### src/design/cap_pkg.sv
// Constants, field layouts and carrier types for the capture latch and pin gate.
// Assumes a 32-bit register port with byte addresses in the low eight bits.
package cap_pkg;

  // Register byte offsets
  localparam logic [7:0] OFF_CAPTURE_CTRL  = 8'h50;
  localparam logic [7:0] OFF_RISE_LATCH_0  = 8'h58;
  localparam logic [7:0] OFF_FALL_LATCH_0  = 8'h5C;
  localparam logic [7:0] OFF_RISE_LATCH_1  = 8'h60;
  localparam logic [7:0] OFF_FALL_LATCH_1  = 8'h64;
  localparam logic [7:0] OFF_CAPTURE_PIN   = 8'h78;
  localparam logic [7:0] OFF_OUTPUT_GATE   = 8'h7C;
  localparam logic [7:0] OFF_IRQ_STATUS    = 8'h80;
  localparam logic [7:0] OFF_IRQ_MASK      = 8'h84;

  // Capture control field positions, channel 0; channel 1 sits one stride higher
  localparam int unsigned CH_STRIDE        = 16;
  localparam int unsigned POS_RISE_IE      = 1;
  localparam int unsigned POS_FALL_IE      = 2;
  localparam int unsigned POS_CAPTURE_ON   = 3;
  localparam int unsigned POS_IRQ_FLAG     = 4;
  localparam int unsigned POS_RISE_FLAG    = 6;
  localparam int unsigned POS_FALL_FLAG    = 7;

  // Interrupt status layout: rising event at 2*ch, falling event at 2*ch+1
  localparam int unsigned POS_EV_RISE      = 0;
  localparam int unsigned POS_EV_FALL      = 1;

  // Reset values
  localparam logic [15:0] LATCH_RST        = 16'h0000;
  localparam logic [1:0]  CAPTURE_PIN_RST  = 2'h0;
  localparam logic [1:0]  OUTPUT_GATE_RST  = 2'h0;
  localparam logic [1:0]  CTRL_BITS_RST    = 2'h0;
  localparam logic [3:0]  IRQ_MASK_RST     = 4'h0;
  localparam logic [3:0]  IRQ_STATUS_RST   = 4'h0;
  localparam logic [31:0] RD_ZERO          = 32'h0000_0000;

  // Register port request
  typedef struct packed {
    logic [7:0]  addr;
    logic [31:0] wdata;
    logic        wr;
    logic        rd;
  } bus_req_t;

  // Edge report of one capture channel
  typedef struct packed {
    logic rise;
    logic fall;
  } edge_ev_t;

  // Bit index of a capture control field for a channel
  function automatic int unsigned ctrl_pos(input int unsigned ch, input int unsigned field);
    ctrl_pos = ch * CH_STRIDE + field;
  endfunction

endpackage

### src/design/capture_gate_top.sv
// Capture latches, capture pin routing and output pin gating of a two-channel timer.
// Assumes counter_value is the timer down-counter, synchronous to clk.
// Operation
// - Rising edge on a channel loads its 16-bit rising latch from the counter.
// - Falling edge on a channel loads its 16-bit falling latch from the counter.
// - Pin-connect bit 0 keeps that pin away from capture; no latching occurs.
// - Pin-connect bit 1 with timer function routes the pin in as input.
// - Pin-connect bit 0 selects port A pin twelve for capture channel 0.
// - Pin-connect bit 1 selects port A pin thirteen for capture channel 1.
// - Output 0 reaches its pin only while gate bit 0 is set.
// - Output 1 reaches its pin only while gate bit 1 is set.
// - An output reaches its pin only with gate bit set and timer function selected.
// - A rising latch load sets the rising-latched flag; writing zero clears it.
// - Latching and its interrupt happen only while the channel's capture bit is set.
// - An enabled latch event sets the capture interrupt flag; writing one clears it.
//
// Implementation choice: strobed register access.
`timescale 1ns/1ns
module capture_gate_top
  import cap_pkg::*;
(
  // Clock and reset
  input  wire logic        clk,
  input  wire logic        rst_b,
  // Register port
  input  wire bus_req_t    bus_req,
  output logic      [31:0] rd_data,
  // Timer core
  input  wire logic [15:0] counter_value,
  input  wire logic [1:0]  timer_out,
  // Capture pins
  input  wire logic        port_a_pin_twelve,
  input  wire logic        port_a_pin_thirteen,
  input  wire logic [1:0]  port_a_function_select,
  output logic      [1:0]  cap_pin_oe,
  output logic      [1:0]  cap_pin_routed,
  // Output pins
  input  wire logic [1:0]  out_function_select,
  output logic      [1:0]  out_pin_level,
  output logic      [1:0]  out_pin_oe,
  // Interrupt
  output logic             irq
);

  // ---------------- Registers ----------------
  logic [1:0][15:0] rise_val_q;
  logic [1:0][15:0] rise_val_d;
  logic [1:0][15:0] fall_val_q;
  logic [1:0][15:0] fall_val_d;
  logic [1:0]       capture_pin_connect_q;
  logic [1:0]       out_gate_q;
  logic [1:0]       capture_on_q;
  logic [1:0]       rise_ie_q;
  logic [1:0]       fall_ie_q;
  logic [1:0]       irq_flag_q;
  logic [1:0]       irq_flag_d;
  logic [1:0]       rise_flag_q;
  logic [1:0]       rise_flag_d;
  logic [1:0]       fall_flag_q;
  logic [1:0]       fall_flag_d;
  logic [3:0]       irq_status_q;
  logic [3:0]       irq_status_d;
  logic [3:0]       irq_mask_q;
  logic [31:0]      rd_data_q;

  // ---------------- Address decode ----------------
  wire hit_ctrl   = bus_req.addr == OFF_CAPTURE_CTRL;
  wire hit_rise0  = bus_req.addr == OFF_RISE_LATCH_0;
  wire hit_fall0  = bus_req.addr == OFF_FALL_LATCH_0;
  wire hit_rise1  = bus_req.addr == OFF_RISE_LATCH_1;
  wire hit_fall1  = bus_req.addr == OFF_FALL_LATCH_1;
  wire hit_pin    = bus_req.addr == OFF_CAPTURE_PIN;
  wire hit_gate   = bus_req.addr == OFF_OUTPUT_GATE;
  wire hit_status = bus_req.addr == OFF_IRQ_STATUS;
  wire hit_mask   = bus_req.addr == OFF_IRQ_MASK;

  wire wr_ctrl    = bus_req.wr & hit_ctrl;
  wire wr_pin     = bus_req.wr & hit_pin;
  wire wr_gate    = bus_req.wr & hit_gate;
  wire wr_mask    = bus_req.wr & hit_mask;
  wire rd_status  = bus_req.rd & hit_status;

  // ---------------- Capture pin routing ----------------
  // A pin counts as routed only while connected and switched to the timer function
  wire [1:0] route_on = capture_pin_connect_q & port_a_function_select;

  // Capture pins are inputs only; this block never drives them
  assign cap_pin_oe     = 2'h0;
  assign cap_pin_routed = route_on;

  // Channel sources are fixed by position in the connect field
  wire [1:0] cap_pin_level = {port_a_pin_thirteen, port_a_pin_twelve};

  edge_ev_t [1:0] edge_ev;
  logic     [1:0] ev_rise;
  logic     [1:0] ev_fall;
  logic     [1:0] ev_irq;

  genvar ch;
  generate
    for (ch = 0; ch < 2; ch++) begin : g_ch
      cap_edge_detect u_edge (
        .clk       (clk),
        .rst_b     (rst_b),
        .pin_level (cap_pin_level[ch]),
        .route_on  (route_on[ch]),
        .edge_ev   (edge_ev[ch])
      );

      // Edges on a channel with capture switched off are dropped entirely
      assign ev_rise[ch] = edge_ev[ch].rise & capture_on_q[ch];
      assign ev_fall[ch] = edge_ev[ch].fall & capture_on_q[ch];
      assign ev_irq[ch]  = (ev_rise[ch] & rise_ie_q[ch])
                         | (ev_fall[ch] & fall_ie_q[ch]);

      // Latch loads
      assign rise_val_d[ch] = ev_rise[ch] ? counter_value : rise_val_q[ch];
      assign fall_val_d[ch] = ev_fall[ch] ? counter_value : fall_val_q[ch];

      // Flags: the hardware set wins over a clear in the same cycle
      wire clr_rise = wr_ctrl & ~bus_req.wdata[ctrl_pos(ch, POS_RISE_FLAG)];
      wire clr_fall = wr_ctrl & ~bus_req.wdata[ctrl_pos(ch, POS_FALL_FLAG)];
      wire clr_irq  = wr_ctrl & bus_req.wdata[ctrl_pos(ch, POS_IRQ_FLAG)];

      assign rise_flag_d[ch] = ev_rise[ch] | (rise_flag_q[ch] & ~clr_rise);
      assign fall_flag_d[ch] = ev_fall[ch] | (fall_flag_q[ch] & ~clr_fall);
      assign irq_flag_d[ch]  = ev_irq[ch] | (irq_flag_q[ch] & ~clr_irq);

      // Sticky status: events of this channel
      assign irq_status_d[2*ch+POS_EV_RISE] = ev_rise[ch]
        | (irq_status_q[2*ch+POS_EV_RISE] & ~rd_status);
      assign irq_status_d[2*ch+POS_EV_FALL] = ev_fall[ch]
        | (irq_status_q[2*ch+POS_EV_FALL] & ~rd_status);
    end
  endgenerate

  // ---------------- Latches and flags ----------------
  always_ff @(posedge clk or negedge rst_b) begin
    if (!rst_b) begin
      rise_val_q  <= {2{LATCH_RST}};
      fall_val_q  <= {2{LATCH_RST}};
      rise_flag_q <= CTRL_BITS_RST;
      fall_flag_q <= CTRL_BITS_RST;
      irq_flag_q  <= CTRL_BITS_RST;
    end else begin
      rise_val_q  <= rise_val_d;
      fall_val_q  <= fall_val_d;
      rise_flag_q <= rise_flag_d;
      fall_flag_q <= fall_flag_d;
      irq_flag_q  <= irq_flag_d;
    end
  end

  // ---------------- Control write fields ----------------
  wire [1:0] ctrl_capture_on = {bus_req.wdata[ctrl_pos(1, POS_CAPTURE_ON)],
                                bus_req.wdata[ctrl_pos(0, POS_CAPTURE_ON)]};
  wire [1:0] ctrl_rise_ie    = {bus_req.wdata[ctrl_pos(1, POS_RISE_IE)],
                                bus_req.wdata[ctrl_pos(0, POS_RISE_IE)]};
  wire [1:0] ctrl_fall_ie    = {bus_req.wdata[ctrl_pos(1, POS_FALL_IE)],
                                bus_req.wdata[ctrl_pos(0, POS_FALL_IE)]};

  always_ff @(posedge clk or negedge rst_b) begin
    if (!rst_b) begin
      capture_on_q <= CTRL_BITS_RST;
      rise_ie_q    <= CTRL_BITS_RST;
      fall_ie_q    <= CTRL_BITS_RST;
    end else if (wr_ctrl) begin
      capture_on_q <= ctrl_capture_on;
      rise_ie_q    <= ctrl_rise_ie;
      fall_ie_q    <= ctrl_fall_ie;
    end
  end

  always_ff @(posedge clk or negedge rst_b) begin
    if (!rst_b) begin
      capture_pin_connect_q <= CAPTURE_PIN_RST;
    end else if (wr_pin) begin
      capture_pin_connect_q <= bus_req.wdata[1:0];
    end
  end

  always_ff @(posedge clk or negedge rst_b) begin
    if (!rst_b) begin
      out_gate_q <= OUTPUT_GATE_RST;
    end else if (wr_gate) begin
      out_gate_q <= bus_req.wdata[1:0];
    end
  end

  // ---------------- Interrupt ----------------
  always_ff @(posedge clk or negedge rst_b) begin
    if (!rst_b) begin
      irq_mask_q   <= IRQ_MASK_RST;
      irq_status_q <= IRQ_STATUS_RST;
    end else begin
      irq_status_q <= irq_status_d;
      if (wr_mask) begin
        irq_mask_q <= bus_req.wdata[3:0];
      end
    end
  end

  assign irq = |(irq_status_q & irq_mask_q);

  // ---------------- Output pin gating ----------------
  // Combinational on purpose: a registered gate would delay every timer edge a cycle
  out_pin_gate u_gate (
    .timer_out (timer_out),
    .gate_en   (out_gate_q),
    .func_sel  (out_function_select),
    .pin_level (out_pin_level),
    .pin_oe    (out_pin_oe)
  );

  // ---------------- Read path ----------------
  logic [31:0] ctrl_view;

  always_comb begin
    ctrl_view = RD_ZERO;
    for (int c = 0; c < 2; c++) begin
      ctrl_view[ctrl_pos(c, POS_RISE_IE)]    = rise_ie_q[c];
      ctrl_view[ctrl_pos(c, POS_FALL_IE)]    = fall_ie_q[c];
      ctrl_view[ctrl_pos(c, POS_CAPTURE_ON)] = capture_on_q[c];
      ctrl_view[ctrl_pos(c, POS_IRQ_FLAG)]   = irq_flag_q[c];
      ctrl_view[ctrl_pos(c, POS_RISE_FLAG)]  = rise_flag_q[c];
      ctrl_view[ctrl_pos(c, POS_FALL_FLAG)]  = fall_flag_q[c];
    end
  end

  // Unmapped addresses read as zero
  wire [31:0] rd_mux =
      hit_ctrl   ? ctrl_view :
      hit_rise0  ? {16'h0000, rise_val_q[0]} :
      hit_fall0  ? {16'h0000, fall_val_q[0]} :
      hit_rise1  ? {16'h0000, rise_val_q[1]} :
      hit_fall1  ? {16'h0000, fall_val_q[1]} :
      hit_pin    ? {30'h0000_0000, capture_pin_connect_q} :
      hit_gate   ? {30'h0000_0000, out_gate_q} :
      hit_status ? {28'h000_0000, irq_status_q} :
      hit_mask   ? {28'h000_0000, irq_mask_q} :
      RD_ZERO;

  // Read data stand only in the cycle after the strobe
  always_ff @(posedge clk or negedge rst_b) begin
    if (!rst_b) begin
      rd_data_q <= RD_ZERO;
    end else begin
      rd_data_q <= bus_req.rd ? rd_mux : RD_ZERO;
    end
  end

  assign rd_data = rd_data_q;

endmodule

### src/design/cap_edge_detect.sv
// Synchroniser and edge detector for one capture input pin.
// Assumes the pin is asynchronous to clk; edges come out one to two cycles late.
`timescale 1ns/1ns
module cap_edge_detect
  import cap_pkg::*;
(
  // Clock and reset
  input  wire logic     clk,
  input  wire logic     rst_b,
  // Pin and routing
  input  wire logic     pin_level,
  input  wire logic     route_on,
  // Edge report
  output edge_ev_t      edge_ev
);

  logic sync1_q;
  logic sync2_q;
  logic last_q;
  logic route_q;

  always_ff @(posedge clk or negedge rst_b) begin
    if (!rst_b) begin
      sync1_q <= 1'b0;
      sync2_q <= 1'b0;
      last_q  <= 1'b0;
      route_q <= 1'b0;
    end else begin
      sync1_q <= pin_level;
      sync2_q <= sync1_q;
      last_q  <= sync2_q;
      route_q <= route_on;
    end
  end

  // The history keeps tracking while unrouted, so connecting never fakes an edge
  wire routed_both = route_on & route_q;

  assign edge_ev.rise = routed_both & sync2_q & ~last_q;
  assign edge_ev.fall = routed_both & ~sync2_q & last_q;

endmodule

### src/design/out_pin_gate.sv
// Gates the two timer outputs onto their pins.
// Assumes the pad drives the pin only while its output enable is high.
`timescale 1ns/1ns
module out_pin_gate
  import cap_pkg::*;
(
  // Timer outputs and controls
  input  wire logic [1:0] timer_out,
  input  wire logic [1:0] gate_en,
  input  wire logic [1:0] func_sel,
  // Pins
  output logic      [1:0] pin_level,
  output logic      [1:0] pin_oe
);

  // Both the gate bit and the pin's function selection must agree
  wire [1:0] drive_on = gate_en & func_sel;

  assign pin_oe    = drive_on;
  assign pin_level = timer_out & drive_on;

endmodule

### config.mk
export PLATFORM = sky130hd
export DESIGN_NAME = capture_gate_top
export DESIGN_NICKNAME = d
export VERILOG_FILES = /design/src/design/cap_pkg.sv /design/src/design/capture_gate_top.sv /design/src/design/cap_edge_detect.sv /design/src/design/out_pin_gate.sv
export SDC_FILE = /design/constraint.sdc
export NUM_CORES = 1
export LEC_CHECK = 0
export ABC_AREA = 1
export ABC_CLOCK_PERIOD_IN_PS = 1500
export BUFFER_PORTS_ARGS = -buffer_cell sky130_fd_sc_hd__buf_2
export CORE_MARGIN = 5
export CORE_UTILIZATION = 49
export DETAILED_ROUTE_END_ITERATION = 16
export HOLD_SLACK_MARGIN = 0.08
export PLACE_DENSITY = 0.74
export SYNTH_ARGS = -nofsm -noshare
export SYNTH_HDL_FRONTEND = slang
export SYNTH_SLANG_ARGS = --single-unit
### constraint.sdc
create_clock -name clk -period 1.5 [get_ports clk]
set_clock_uncertainty 0.1 [all_clocks]
set_input_delay 0.225 -clock clk [delete_from_list [all_inputs] [get_ports clk]]
set_output_delay 0.225 -clock clk [all_outputs]
set_load 0.01 [all_outputs]
==> reports/qor.yml <==
critical_path:
  cp-end-kind: "output pin"
  startpoint_type: "flip-flop"
  critPathMaxFanout: 3
  required_ns: 1.17
  critical_path_class: "reg -> out"
  cp.arrival_ns: 1.44
logic_synthesis:
  netlist-cell-type-count: 30
  synth_area_sq_um: 5152
  synth_cells: 573
  yosysTopAreaCellShare_pct: 57.31
  synth_seq_cells: 118
  yosysSeqAreaShare_pct: 57.31
  syn_avg_cell_area_sq_um: 8.992
  yosys_warnings: 0
  ys_top_cells_by_area: "dfrtp_1, nand2_1, o21ai_0"
  yosysTopAreaCell: "dfrtp_1"
clocking:
  cts.clk_slew.worst_paths_ns: 0.06
  cts_tree: "done"
  clockRootBuffer: "clkbuf_8"
  cts.path.max_buffers: 2
  htree_num_levels: 4
  clk_latency_ns: 0.52
  numCtsBuffers: 17
  clock_sinks: 118
cells_and_area:
  regArea_sq_um: 2953
  syn2layout_area_growth_pct: 46.89
  layout-drive-gt1-share_pct: 35.91
  fill_cells: 686
  n_antenna_cell: 0
  layout_commonest_cell: "dfrtp_1"
  multi_input_area_sq_um: 1992
  final_cell_mix: "dfrtp_1, nand2_1, buf_2"
  fin_nets: 818
sta:
  setup_viol: 31
  finalHoldViolCount: 0
  rsz0062_at_grt: "yes"
  final.min_clock_period_ns: 1.765
  setup_tns_ns: -0.8154
  drv_slew: 0
  max_freq_mhz: 566.6
  finalCritPeriodShare_pct: 117.7
  worst_slack_ns: -0.2650
floorplan:
  die_h_um: 112.5
  die_x_um: 112.5
  placementRows: 37
  core_sq_um: 10280
  die_area_sq_um: 12670
  start_util_pct: 50.13
  pin_count: 109
pwr:
  pwr-share-comb_pct: 6.1
  p_sw_mw: 1.847
  vdd_drop_max_v: 0.0009364
  power_frac_seq_pct: 41.4
  power.density_nw_per_um2: 1039
  switching_share_pct: 23.49
  power.internal_mw: 6.018
  clock_power_share_pct: 52.5
  leakage_nw: 3.929
route:
  drtIter0Drc: 316
  drt-total-wl_um: 16100
  drtPass1Iterations: 5
  wl_per_cell_um: 17.91
  viasPerCell: 5.279
  final_antenna_net_count: 0
  post-route-drc-count: 0
  vias: 4746
placement:
  gp_congestion: 0.8267
  dp_slack_ns: -0.1527
  hpwl_um: 8862
  numPortBuffers: 77
global_routing:
  grt_max_degree: 37
  grtUsageTotal_pct: 23.48
  grt_pass1_wl_um: 23500
  grt_pass1_vias: 4826
  grt_overflow: 0
  antenna_found_initial: 0
run_status:
  violations: "negative setup slack"
  status: "finished with violations"
flow_run:
  max_cap_violations: 0
min_path:
  hp-class: "in -> async"
-- power by group through the flow --
stage	Clock (mW)	Sequential, mW	Combinational (mW)
after floorplan	0	3.30	0.151
after global placement	0	3.31	0.344
after detailed placement	0	3.31	0.357
after CTS	4.11	3.26	0.450
after global routing	4.30	3.26	0.528
final	4.13	3.26	0.479
-- flip-flops by register name (all words and copies together), names as in the netlist --
name                   flops
rd_data                   22
irq_mask_q                 4
rise_val_q                32
g_ch.u_edge.last_q         2
g_ch.u_edge.route_q        2
irq_flag_q                 2
fall_val_q                32
out_gate_q                 2
g_ch.u_edge.sync1_q        2
fall_ie_q                  2
capture_on_q               2
rise_flag_q                2
capture_pin_connect_q      2
rise_ie_q                  2
g_ch.u_edge.sync2_q        2
fall_flag_q                2
irq_status_q               4
-- per-layer routing --
layer	global-route usage [%]	up-vias	part of all wire [%]
met5	0	-	0
met4	8.894	0	3.1
met3	6.415	50	6.3
met2	39.85	197	51
li1	-	2181	-
met1	28.56	2318	39
-- synthesized netlist by cell type, drive strengths merged --
library cell  number
nor3b              1
nor2              29
dfrtp            118
nor3               4
clkinv             1
a21oi             22
o21ai            101
o211ai            11
o221ai             1
nand4              5
a31oi              1
conb               1
inv               82
nand2            142
a41oi              1
nand3             14
buf               22
clkbuf             9
o22ai              4
mux2               4
-- layout make-up --
type                       instances  area share [%]
clock buffer                      18           5.654
clock inverter                    14           2.281
inverter                          83           4.216
multi-input combinational        352           26.32
sequential                       118           39.01
tap                              136           2.248
timing repair buffer             178           20.27
-- critical path: stages, from the launching register on --
cell,delay [ns]
dfrtp_1,0.38
inv_2,0.08
o22ai_2,0.09
a21oi_2,0.13
o21ai_1,0.10
buf_2,0.15
-- cells by family (layout without fill, tap and decap cells) --
kind of cell,count (synthesis),in the layout,share of synthesized area [%]
compound gates,141,141,15.37
buf+inv,114,293,9.932
flops,118,118,57.31
mux,4,4,0.8741
other cells,1,12,0.07278
simple gates,195,195,16.44
-- final timing paths --
path | slack (ns) | end | cells past startpoint | from
max reg2reg | -0.06 | fall_val_q[5]$_DFFE_PN0P_ | 6 | capture_on_q[0]$_DFFE_PN0P_
min | 0.09 | fall_val_q[13]$_DFFE_PN0P_ | 2 | rst_b
max | -0.27 | irq | 5 | irq_status_q[3]$_DFF_PN0_
min in group clk | 0.12 | rd_data[0]$_DFF_PN0_ | 5 | bus_req[36]
min reg2reg | 0.25 | g_ch[1].u_edge.sync2_q$_DFF_PN0_ | 0 | g_ch[1].u_edge.sync1_q$_DFF_PN0_
max in group asynchronous | 0.67 | rd_data[7]$_DFF_PN0_ | 3 | rst_b
-- stage by stage --
step	hold slack, ns	power [mW]	utilization [%]	instance area, sq um	std cells
finish	0.08647	7.866	73.64	7569	899
global route	0.1224	8.092	73.64	7569	899
CTS	0.08370	7.811	69.83	7177	889
detailed placement	0.08430	3.665	58.01	5962	809
global placement	0.08085	3.649	58.01	5962	809
floorplan	-0.1706	3.454	-	5194	584
-- repair_timing --
item,CTS,global route
hold buffers,36,0
pin swaps,5,4
setup buffers,8,4
endpoints found under the setup margin,22,56
resized for setup,43,92
endpoints found under the hold margin,218,0
cloned,4,7
(Power assumes the default switching activity.)
